===== config.mk =====
export PLATFORM = sky130hd
export DESIGN_NAME = tdq_sequencer
export DESIGN_NICKNAME = d
export VERILOG_FILES = /design/src/verilog/tdq_pkg.sv /design/src/verilog/tdq_sequencer.sv
export SDC_FILE = /design/constraint.sdc
export NUM_CORES = 1
export LEC_CHECK = 0
export ABC_CLOCK_PERIOD_IN_PS = 14700
export BUFFER_PORTS_ARGS = -buffer_cell sky130_fd_sc_hd__buf_2
export CORE_ASPECT_RATIO = 0.75
export CORE_UTILIZATION = 35
export DETAILED_ROUTE_END_ITERATION = 7
export PLACE_DENSITY_LB_ADDON = 0.08
export SYNTH_ARGS = -nofsm -noshare
export SYNTH_HDL_FRONTEND = slang
export SYNTH_SLANG_ARGS = --single-unit

===== constraint.sdc =====
create_clock -name core_clk_i -period 14.7 [get_ports core_clk_i]
set_clock_uncertainty 0.2 [all_clocks]
set_input_delay 2.94 -clock core_clk_i [delete_from_list [all_inputs] [get_ports core_clk_i]]
set_output_delay 2.94 -clock core_clk_i [all_outputs]
set_load 0.1 [all_outputs]

===== src/verilog/tdq_pkg.sv =====
// constants for the transmit descriptor sequencer
// assumes: 32-bit descriptors of link, cmdsts, buffer pointer words
`default_nettype none
package tdq_pkg;
   // register byte offsets
   localparam logic [3:0] CMD_OFF = 4'h0;
   localparam logic [3:0] CFG_OFF = 4'h4;
   localparam logic [3:0] PTR_OFF = 4'h8;
   localparam logic [3:0] STAT_OFF = 4'hC;
   // command / status bits
   localparam int ENABLE_BIT = 0;
   localparam int IDLE_BIT = 0;
   localparam int DONE_BIT = 1;
   localparam int STATE_LSB = 4;
   // config fields: fill threshold [11:0], descriptor words [19:16]
   localparam int THR_LSB = 0;
   localparam int DWORDS_LSB = 16;
   localparam logic [31:0] CFG_RESET = 32'h0003_0040;
   // descriptor layout
   localparam logic [31:0] LINK_OFF = 32'h0000_0000;
   localparam logic [31:0] CMDSTS_OFF = 32'h0000_0004;
   localparam logic [31:0] BUFPTR_OFF = 32'h0000_0008;
   localparam logic [31:0] WORD_BYTES = 32'h0000_0004;
   localparam int OWN_BIT = 31;
   localparam int MORE_BIT = 30;
   localparam int SIZE_W = 12;
   localparam logic [3:0] UPPER_HALF_BE = 4'hC;
   // AXI responses
   localparam logic [1:0] RESP_OKAY = 2'h0;
   localparam logic [1:0] RESP_DECERR = 2'h3;
   typedef enum logic [1:0] {
      KIND_DESC, KIND_REFRESH, KIND_FRAG, KIND_STATUS
   } tdq_kind_t;
   typedef enum logic [2:0] {
      xmit_state_quiet, descriptor_fetch_state, link_refresh_state, queue_wait_state,
      fragment_fetch_state, status_writeback_state, list_advance_state
   } tdq_state_t;
endpackage : tdq_pkg
`default_nettype wire


===== src/verilog/tdq_sequencer.sv =====
// transmit descriptor list walker: fetches descriptors, issues fragment
// bursts into the transmit queue, writes status back for descriptors with the more bit set, follows links.
// assumes a bus-master engine that takes one request pulse, returns read
// words on rd_valid_i before pulsing xfer_done_i, and aligns bytes itself.
`default_nettype none
module tdq_sequencer #(
   parameter int SPACE_W = 12
) (
   // clock and reset
   input wire logic core_clk_i,
   input wire logic rst_i,
   // axi4-lite slave
   input wire logic [3:0] s_awaddr_i,
   input wire logic s_awvalid_i,
   output logic s_awready_o,
   input wire logic [31:0] s_wdata_i,
   input wire logic [3:0] s_wstrb_i,
   input wire logic s_wvalid_i,
   output logic s_wready_o,
   output logic [1:0] s_bresp_o,
   output logic s_bvalid_o,
   input wire logic s_bready_i,
   input wire logic [3:0] s_araddr_i,
   input wire logic s_arvalid_i,
   output logic s_arready_o,
   output logic [31:0] s_rdata_o,
   output logic [1:0] s_rresp_o,
   output logic s_rvalid_o,
   input wire logic s_rready_i,
   // bus-master request engine
   output logic xfer_req_o,
   output logic [1:0] xfer_kind_o,
   output logic [31:0] xfer_addr_o,
   output logic [SPACE_W-1:0] xfer_len_o,
   output logic [31:0] xfer_wdata_o,
   output logic [3:0] xfer_be_o,
   input wire logic rd_valid_i,
   input wire logic [31:0] rd_data_i,
   input wire logic xfer_done_i,
   // transmit queue
   input wire logic [SPACE_W-1:0] queue_free_space_i,
   output logic handle_valid_o,
   output logic [31:0] handle_data_o
);
   tdq_pkg::tdq_state_t state;
   logic [31:0] xmit_descriptor_pointer;
   logic current_desc_done_flag;
   logic xmit_enable_cmd;
   logic xmit_went_idle_status;
   logic [31:0] xmit_config_register;
   logic [31:0] link, cmdsts, fragment_pointer;
   localparam int SIZE_W_L = tdq_pkg::SIZE_W;
   logic [SIZE_W_L-1:0] remaining_byte_count;
   logic [1:0] word_idx;
   // awaiting halves of a write
   logic aw_held, w_held;
   logic [3:0] aw_addr;
   logic [31:0] w_data;
   logic [3:0] w_strb;
   logic sw_wr;
   logic [31:0] sw_val, cur_val;

   logic queue_space_event, bus_transfer_complete, desc_own, desc_more, link_null;
   logic [SPACE_W-1:0] thr, count_ext, burst_len;
   logic [31:0] desc_len;

   assign bus_transfer_complete = xfer_done_i;
   assign thr = xmit_config_register[tdq_pkg::THR_LSB +: SPACE_W];
   assign queue_space_event = queue_free_space_i > thr;
   assign count_ext = SPACE_W'(remaining_byte_count);
   assign burst_len = (queue_free_space_i < count_ext) ? queue_free_space_i : count_ext;
   assign desc_len = {26'h000_0000, xmit_config_register[tdq_pkg::DWORDS_LSB +: 4], 2'h0};
   assign desc_own = cmdsts[tdq_pkg::OWN_BIT];
   assign desc_more = cmdsts[tdq_pkg::MORE_BIT];
   assign link_null = (link == 32'h0000_0000);
   assign sw_wr = aw_held && w_held && !s_bvalid_o;

   // register write: byte strobes merged into current value
   always_comb begin
      unique case (aw_addr)
         tdq_pkg::CMD_OFF: cur_val = {31'h0000_0000, xmit_enable_cmd};
         tdq_pkg::CFG_OFF: cur_val = xmit_config_register;
         tdq_pkg::PTR_OFF: cur_val = xmit_descriptor_pointer;
         default: cur_val = 32'h0000_0000;
      endcase
      for (int b = 0; b < 4; b++) begin
         sw_val[8*b +: 8] = w_strb[b] ? w_data[8*b +: 8] : cur_val[8*b +: 8];
      end
   end

   // axi write channel: address and data taken in either order
   always_ff @(posedge core_clk_i or posedge rst_i) begin
      if (rst_i) begin
         aw_held <= 1'b0;
         w_held <= 1'b0;
         aw_addr <= 4'h0;
         w_data <= 32'h0000_0000;
         w_strb <= 4'h0;
         s_bvalid_o <= 1'b0;
         s_bresp_o <= tdq_pkg::RESP_OKAY;
      end else begin
         if (s_awvalid_i && s_awready_o) begin
            aw_held <= 1'b1;
            aw_addr <= s_awaddr_i;
         end
         if (s_wvalid_i && s_wready_o) begin
            w_held <= 1'b1;
            w_data <= s_wdata_i;
            w_strb <= s_wstrb_i;
         end
         if (sw_wr) begin
            s_bvalid_o <= 1'b1;
            s_bresp_o <= (aw_addr[1:0] == 2'h0) ? tdq_pkg::RESP_OKAY : tdq_pkg::RESP_DECERR;
            aw_held <= 1'b0;
            w_held <= 1'b0;
         end else if (s_bvalid_o && s_bready_i) begin
            s_bvalid_o <= 1'b0;
         end
      end
   end

   always_ff @(posedge core_clk_i or posedge rst_i) begin
      if (rst_i) begin
         s_awready_o <= 1'b0;
         s_wready_o <= 1'b0;
      end else begin
         s_awready_o <= !aw_held && !(s_awvalid_i && s_awready_o) && !s_bvalid_o;
         s_wready_o <= !w_held && !(s_wvalid_i && s_wready_o) && !s_bvalid_o;
      end
   end

   // axi read channel
   always_ff @(posedge core_clk_i or posedge rst_i) begin
      if (rst_i) begin
         s_arready_o <= 1'b0;
         s_rvalid_o <= 1'b0;
         s_rdata_o <= 32'h0000_0000;
         s_rresp_o <= tdq_pkg::RESP_OKAY;
      end else begin
         s_arready_o <= !s_rvalid_o && !(s_arvalid_i && s_arready_o);
         if (s_arvalid_i && s_arready_o) begin
            s_rvalid_o <= 1'b1;
            s_rresp_o <= tdq_pkg::RESP_OKAY;
            unique case (s_araddr_i)
               tdq_pkg::CMD_OFF: s_rdata_o <= {31'h0000_0000, xmit_enable_cmd};
               tdq_pkg::CFG_OFF: s_rdata_o <= xmit_config_register;
               tdq_pkg::PTR_OFF: s_rdata_o <= xmit_descriptor_pointer;
               tdq_pkg::STAT_OFF: begin
                  s_rdata_o <= 32'h0000_0000;
                  s_rdata_o[tdq_pkg::IDLE_BIT] <= xmit_went_idle_status;
                  s_rdata_o[tdq_pkg::DONE_BIT] <= current_desc_done_flag;
                  s_rdata_o[tdq_pkg::STATE_LSB +: 3] <= state;
               end
               default: begin
                  s_rdata_o <= 32'h0000_0000;
                  s_rresp_o <= tdq_pkg::RESP_DECERR;
               end
            endcase
         end else if (s_rvalid_o && s_rready_i) begin
            s_rvalid_o <= 1'b0;
         end
      end
   end

   // config register
   always_ff @(posedge core_clk_i or posedge rst_i) begin
      if (rst_i) begin
         xmit_config_register <= tdq_pkg::CFG_RESET;
      end else if (sw_wr && aw_addr == tdq_pkg::CFG_OFF) begin
         xmit_config_register <= sw_val;
      end
   end

   // enable: software set wins over the hardware clear at list end
   always_ff @(posedge core_clk_i or posedge rst_i) begin
      if (rst_i) begin
         xmit_enable_cmd <= 1'b0;
      end else if (sw_wr && aw_addr == tdq_pkg::CMD_OFF) begin
         xmit_enable_cmd <= sw_val[tdq_pkg::ENABLE_BIT];
      end else if (state == tdq_pkg::list_advance_state && link_null) begin
         xmit_enable_cmd <= 1'b0;
      end
   end

   // idle status, write one to clear; a new event wins over the clear
   always_ff @(posedge core_clk_i or posedge rst_i) begin
      if (rst_i) begin
         xmit_went_idle_status <= 1'b0;
      end else if ((state == tdq_pkg::descriptor_fetch_state && bus_transfer_complete
            && !desc_own) || (state == tdq_pkg::list_advance_state && link_null)) begin
         xmit_went_idle_status <= 1'b1;
      end else if (sw_wr && aw_addr == tdq_pkg::STAT_OFF && w_strb[0]
            && w_data[tdq_pkg::IDLE_BIT]) begin
         xmit_went_idle_status <= 1'b0;
      end
   end

   // pointer and done flag: set wins over a same-cycle pointer write
   always_ff @(posedge core_clk_i or posedge rst_i) begin
      if (rst_i) begin
         xmit_descriptor_pointer <= 32'h0000_0000;
         current_desc_done_flag <= 1'b0;
      end else begin
         if (state == tdq_pkg::list_advance_state && !link_null) begin
            xmit_descriptor_pointer <= link;
         end else if (sw_wr && aw_addr == tdq_pkg::PTR_OFF) begin
            xmit_descriptor_pointer <= sw_val;
         end
         if ((state == tdq_pkg::list_advance_state && link_null) ||
               (state == tdq_pkg::status_writeback_state && bus_transfer_complete)) begin
            current_desc_done_flag <= 1'b1;
         end else if ((state == tdq_pkg::list_advance_state) ||
               (sw_wr && aw_addr == tdq_pkg::PTR_OFF)) begin
            current_desc_done_flag <= 1'b0;
         end
      end
   end

   // descriptor cache: words arrive in order link, cmdsts, buffer pointer
   always_ff @(posedge core_clk_i or posedge rst_i) begin
      if (rst_i) begin
         word_idx <= 2'h0;
         link <= 32'h0000_0000;
         cmdsts <= 32'h0000_0000;
      end else begin
         if (xfer_req_o) begin
            word_idx <= 2'h0;
         end else if (rd_valid_i) begin
            word_idx <= word_idx + 2'h1;
         end
         if (rd_valid_i && (state == tdq_pkg::link_refresh_state ||
               (state == tdq_pkg::descriptor_fetch_state && word_idx == 2'h0))) begin
            link <= rd_data_i;
         end
         if (rd_valid_i && state == tdq_pkg::descriptor_fetch_state && word_idx == 2'h1) begin
            cmdsts <= rd_data_i;
         end
      end
   end

   // fragment pointer and byte count, any byte alignment passed through
   always_ff @(posedge core_clk_i or posedge rst_i) begin
      if (rst_i) begin
         fragment_pointer <= 32'h0000_0000;
         remaining_byte_count <= '0;
      end else if (state == tdq_pkg::descriptor_fetch_state && rd_valid_i) begin
         if (word_idx == 2'h1) begin
            remaining_byte_count <= rd_data_i[SIZE_W_L-1:0];
         end
         if (word_idx == 2'h2) begin
            fragment_pointer <= rd_data_i;
         end
      end else if (state == tdq_pkg::queue_wait_state && remaining_byte_count != '0
            && queue_space_event) begin
         remaining_byte_count <= remaining_byte_count - SIZE_W_L'(burst_len);
         fragment_pointer <= fragment_pointer + 32'(burst_len);
      end
   end

   // sequencer and request outputs
   always_ff @(posedge core_clk_i or posedge rst_i) begin
      if (rst_i) begin
         state <= tdq_pkg::xmit_state_quiet;
         xfer_req_o <= 1'b0;
         xfer_kind_o <= tdq_pkg::KIND_DESC;
         xfer_addr_o <= 32'h0000_0000;
         xfer_len_o <= '0;
         xfer_wdata_o <= 32'h0000_0000;
         xfer_be_o <= 4'h0;
         handle_valid_o <= 1'b0;
         handle_data_o <= 32'h0000_0000;
      end else begin
         xfer_req_o <= 1'b0;
         handle_valid_o <= 1'b0;
         unique case (state)
            tdq_pkg::xmit_state_quiet: if (xmit_enable_cmd) begin
               xfer_req_o <= 1'b1;
               xfer_be_o <= 4'hF;
               if (!current_desc_done_flag) begin
                  state <= tdq_pkg::descriptor_fetch_state;
                  xfer_kind_o <= tdq_pkg::KIND_DESC;
                  xfer_addr_o <= xmit_descriptor_pointer;
                  xfer_len_o <= SPACE_W'(desc_len);
               end else begin
                  state <= tdq_pkg::link_refresh_state;
                  xfer_kind_o <= tdq_pkg::KIND_REFRESH;
                  xfer_addr_o <= xmit_descriptor_pointer + tdq_pkg::LINK_OFF;
                  xfer_len_o <= SPACE_W'(tdq_pkg::WORD_BYTES);
               end
            end
            tdq_pkg::link_refresh_state: if (bus_transfer_complete) begin
               state <= tdq_pkg::list_advance_state;
            end
            tdq_pkg::descriptor_fetch_state: if (bus_transfer_complete) begin
               state <= desc_own ? tdq_pkg::queue_wait_state : tdq_pkg::xmit_state_quiet;
            end
            tdq_pkg::queue_wait_state: begin
               if (remaining_byte_count == '0) begin
                  state <= desc_more ? tdq_pkg::status_writeback_state
                                     : tdq_pkg::list_advance_state;
                  if (desc_more) begin
                     // only the ownership half is written; size bits untouched
                     xfer_req_o <= 1'b1;
                     xfer_kind_o <= tdq_pkg::KIND_STATUS;
                     xfer_addr_o <= xmit_descriptor_pointer + tdq_pkg::CMDSTS_OFF;
                     xfer_len_o <= SPACE_W'(tdq_pkg::WORD_BYTES);
                     xfer_be_o <= tdq_pkg::UPPER_HALF_BE;
                     xfer_wdata_o <= cmdsts & ~(32'h0000_0001 << tdq_pkg::OWN_BIT);
                  end else begin
                     handle_valid_o <= 1'b1;
                     handle_data_o <= xmit_descriptor_pointer;
                  end
               end else if (queue_space_event) begin
                  state <= tdq_pkg::fragment_fetch_state;
                  xfer_req_o <= 1'b1;
                  xfer_kind_o <= tdq_pkg::KIND_FRAG;
                  xfer_addr_o <= fragment_pointer;
                  xfer_len_o <= burst_len;
                  xfer_be_o <= 4'hF;
               end
            end
            tdq_pkg::fragment_fetch_state: if (bus_transfer_complete) begin
               state <= tdq_pkg::queue_wait_state;
            end
            tdq_pkg::status_writeback_state: if (bus_transfer_complete) begin
               state <= tdq_pkg::list_advance_state;
            end
            tdq_pkg::list_advance_state: begin
               if (!link_null) begin
                  state <= tdq_pkg::descriptor_fetch_state;
                  xfer_req_o <= 1'b1;
                  xfer_kind_o <= tdq_pkg::KIND_DESC;
                  xfer_addr_o <= link;
                  xfer_len_o <= SPACE_W'(desc_len);
                  xfer_be_o <= 4'hF;
               end else begin
                  state <= tdq_pkg::xmit_state_quiet;
               end
            end
         endcase
      end
   end
endmodule : tdq_sequencer
`default_nettype wire


==> summary.md <==
| Metric | Value |
|---|---|
| Post-synth top flop | dfrtp_1 |
| CTS max path bufs | 3 |
| Gp weighted congestion | about 0.9 |
| # port buffers | 252 |
| Core Area | 54350 µm² |
| Antenna Nets Post-Route | 0 |
| Fin crit share | slightly above 50% |
| Clk Tree Root Cell | clkbuf_16 |
| Worst path cell trace | buf_2 > ha_1 > a2111oi_0 > nor3_1 > o21ai_1 > nand2_1 > o21ai_0 > ha_1 > inv_1 > fa_1 > nor2b_1 > o31a_1 > o211ai_1 > a21o_1 > a21oi_1 > a311oi_1 > a311oi_1 |
| CP max stage cell | o21ai_0 |
| Least-Margin Pin Slew | around 1.1 ns |
| WL met2 | between 30000 and 40000 µm |
| DR vias/cell | about 5.5 |
| Diodes inserted | 0 |
| Pins Over Slew Limit | 0 |
| GRT Residual Overflow | 0 |
| Adder-cell area share of the yosys netlist | 3.461% |
| Relative slew slack | a little under a quarter |
| Final Hold Viols | 0 |
| Clock-pin slew of the registers on the worst-case setup and hold paths | 0.06 ns |
| Worst Reg-to-Reg Cells | 17 |
| Syn Inst Count | 1824 |
| Fin nets | 2176 |
| Met3 wire len | 3117 µm |
| Share of the synthesized area in the top cell type | 48.28% |
| Pwr/cell area | approximately 240 nW/µm² |
| Number of remaining DRC errors | 0 |
| Vias in the first global route | between 15k and 20k |
| Crit Path Category | in2reg |
| Setup Viol. Count Final | 0 |
| Hold path startpoint | s_rvalid_o$_DFFE_PP0P_ |
| Total negative slack | 0 ns |
| Largest net degree at the start of global routing | 137 |
| Crit-path max FO | 11 |
| Outcome | finished, final reports clean |
| Synth Net Count | around 2.0k |
| CTS sink count | roughly 370 |
| Routed length on met1 | ~30000 µm |
| EDFF count, synth | 0 |
| Setup Fix Bufs, Post-CTS | 0 |
| Synth Register Bits | 374 |
| Post-Synth Simple-Gate Area | 10.84% |
| Initial Util | 35.38% |
| DIE AREA | around 56000 µm² |
| Synth area leader | dfrtp_1 |
| Drt initial violations | 1214 |
| Maxcap violations | 0 |
| CP Launch Type | input port |
| Min-Delay Path Class | reg2reg |
| H-tree depth | 2 |
| Top Metal Used | met5 |
| Cts bufs inserted | 42 |
| Final WL | 64370 µm |
| End point of the worst hold path | s_arready_o$_DFF_PP0_ |
| First-pass GRT wire length | 97740 µm |
| Async set-reset flop share out of synthesis | 100.0% |
| Main combinational cell family by area after synthesis | compound AO/OA/AOI/OAI gates |
| Layout area overhead | 17.44% |
| Sequential share of the synthesized area | 48.69% |
| Min cycle time layout | ~7.4 ns |
| Hold path depth | 1 |
| Unrepaired setup endpoints after global routing | false |
| Die H | approximately 210 µm |
| Total track usage | between 20% and 30% |
| R2R Path Start | count_ext[1]$_DFFE_PP0P_ |
| Mapped Area | 19230 µm² |
| Maximum VDD drop | 0.0001695 V |
| Register-to-Register Setup Slack | a little over 9 ns |
| Initial antenna violation count | 1 |
| Ratio of cells with drive above 1 in the final layout | 28.83% |
| CP endpoint kind | register |
| Reg2Reg Capture Point | fragment_pointer[30]$_DFFE_PP0P_ |
| Critical Path AT | approximately 7.7 ns |
| YS warnings | 0 |
| CTS tree | built |
| Core Rows | 74 |
| Hpwl dp | 47430 µm |
| Pleak | 10.28 nW |
| Syn Area/Cell | 10.54 µm² |
| Critical path required time | 14.96 ns |
| Yosys cell types | 79 |
| Cts repair resizes | 0 |
| Leading post-synthesis cells by cell area | dfrtp_1 (48%), mux2_2 (12%), o21ai_0 (4.6%), nand2_1 (4.0%), ha_1 (3.3%) |
| Die Wd | 272.7 µm |
| Hold_buf cts | 0 |
| WL/cell | 23.14 µm |
| Critical Path Max Stage Delay | 0.57 ns |
| Pre-antenna DRT Iters | 6 |
| Post-synthesis mux area share | 15.37% |
| Vias | 15.42k |
| Clock latency on the worst-skew pair | between 0.5 and 0.6 ns |
| Complex-gate fraction of the synthesized area | between 10% and 20% |
| F_max | approximately 0.13 GHz |
| I/O pin count | approximately 250 |
| Min Hold Slack | ~0.25 ns |
| Xor-xnor portion of the synthesized cell area | 1.321% |
power by group:
part           switching (mW)  internal (mW)  total, mW  leakage (nW)
combinational            1.60          0.872       2.47          4.82
sequential              0.484           1.39       1.87          4.76
clock                   0.446          0.646       1.09         0.700
total                    2.53           2.90       5.43          10.3
cells in the mapped netlist, types with 17 or more instances:
cell type and n:
mux2_4 17, o21ai_1 17, a31oi_1 22, clkbuf_1 77, dfrtp_1 371, nor2_1 79
nand2_1 203, a21oi_1 62, ha_1 50, inv_1 58, mux2i_1 46, nor3_1 18
mux2_2 199, o21ai_0 175, nand3_1 34, xnor2_1 17, buf_2 25, a22oi_1 66
nand4_1 17
worst max path at each step:
stage | start | endpoint | slack, ns | cells after the start
5_1_grt | queue_free_space_i[2] | fragment_pointer[30]$_DFFE_PP0P_ | 6.99 | 18
3_5_place_dp | queue_free_space_i[1] | fragment_pointer[30]$_DFFE_PP0P_ | 6.74 | 17
6_report | queue_free_space_i[1] | fragment_pointer[30]$_DFFE_PP0P_ | 7.28 | 17
2_1_floorplan | rst_i | aw_addr[0]$_DFFE_PP0P_ | 1.18 | 1
3_3_place_gp | queue_free_space_i[1] | fragment_pointer[28]$_DFFE_PP0P_ | 6.91 | 17
4_1_cts | queue_free_space_i[1] | fragment_pointer[30]$_DFFE_PP0P_ | 7.35 | 17
cell families (layout without fill, tap and decap cells):
family,after synthesis,after routing
xor gates and xnor gates,29,29
other,1,1
and+or+nand+nor,438,438
AOI/OAI and AO/OA,488,488
DFF,374,374
buffers and inverters,180,416
adders and majority gates,52,52
muxes,262,262
cell type report:
type | count | area, µm²
Clock buffer | 59 | 1206
Clock inverter | 18 | 215.2
Fill cell | 5282 | 31770
Inverter | 60 | 235.2
Multi-Input combinational cell | 1270 | 9185
Sequential cell | 374 | 9363
Tap cell | 722 | 903.4
Timing Repair Buffer | 279 | 1476
cells in the final DEF, fill, tap and decap left out, drive strengths merged, types with 59 or more instances in the layout:
cell    count
a22oi      66
dfrtp     371
inv        62
nor2       79
clkbuf     59
mux2      216
buf       279
a21oi      62
nand2     203
o21ai     192
critical path, delay by kind of cell:
kind / cells / cell delay, ns
AO/OA/AOI/OAI: 9 / 2.90
adder cells (fa/ha/maj): 3 / 0.96
buffers and inverters: 2 / 0.18
AND/OR/NAND/NOR: 3 / 0.69
flip-flops by register name, indices dropped and copies added, names as in the netlist, 2 cells and up:
register and count:
aw_addr 4, cmdsts 32, count_ext 12, fragment_pointer 32, handle_data_o 32, link 32, s_rdata_o 32, state 3
w_data 32, w_strb 4, word_idx 2, xfer_addr_o 32, xfer_be_o 2, xfer_kind_o 2, xfer_len_o 12, xfer_wdata_o 31
xmit_config_register 32, xmit_descriptor_pointer 32
per-layer routing:
metal	vias to the layer above	global-route usage, %
li1	7073	-
met1	7886	33.50
met2	402	36.37
met3	57	3.188
met4	2	4.494
met5	-	0
per-stage QoR:
| stage | util (%) | power, mW | area, µm² | instances | setup slack (ns) |
|---|---|---|---|---|---|
| CTS | 41.55 | 5.464 | 22580 | 2782 | 7.345 |
| global route | 41.55 | 5.778 | 22580 | 2782 | 6.994 |
| finish | 41.55 | 5.429 | 22580 | 2782 | 7.282 |
| global placement | 38.94 | 4.318 | 21160 | 2705 | 6.911 |
| floorplan | - | 3.588 | 19230 | 1824 | 1.178 |
| detailed placement | 38.94 | 4.343 | 21160 | 2705 | 6.744 |
No activity file was read; power rests on OpenSTA's default activity.
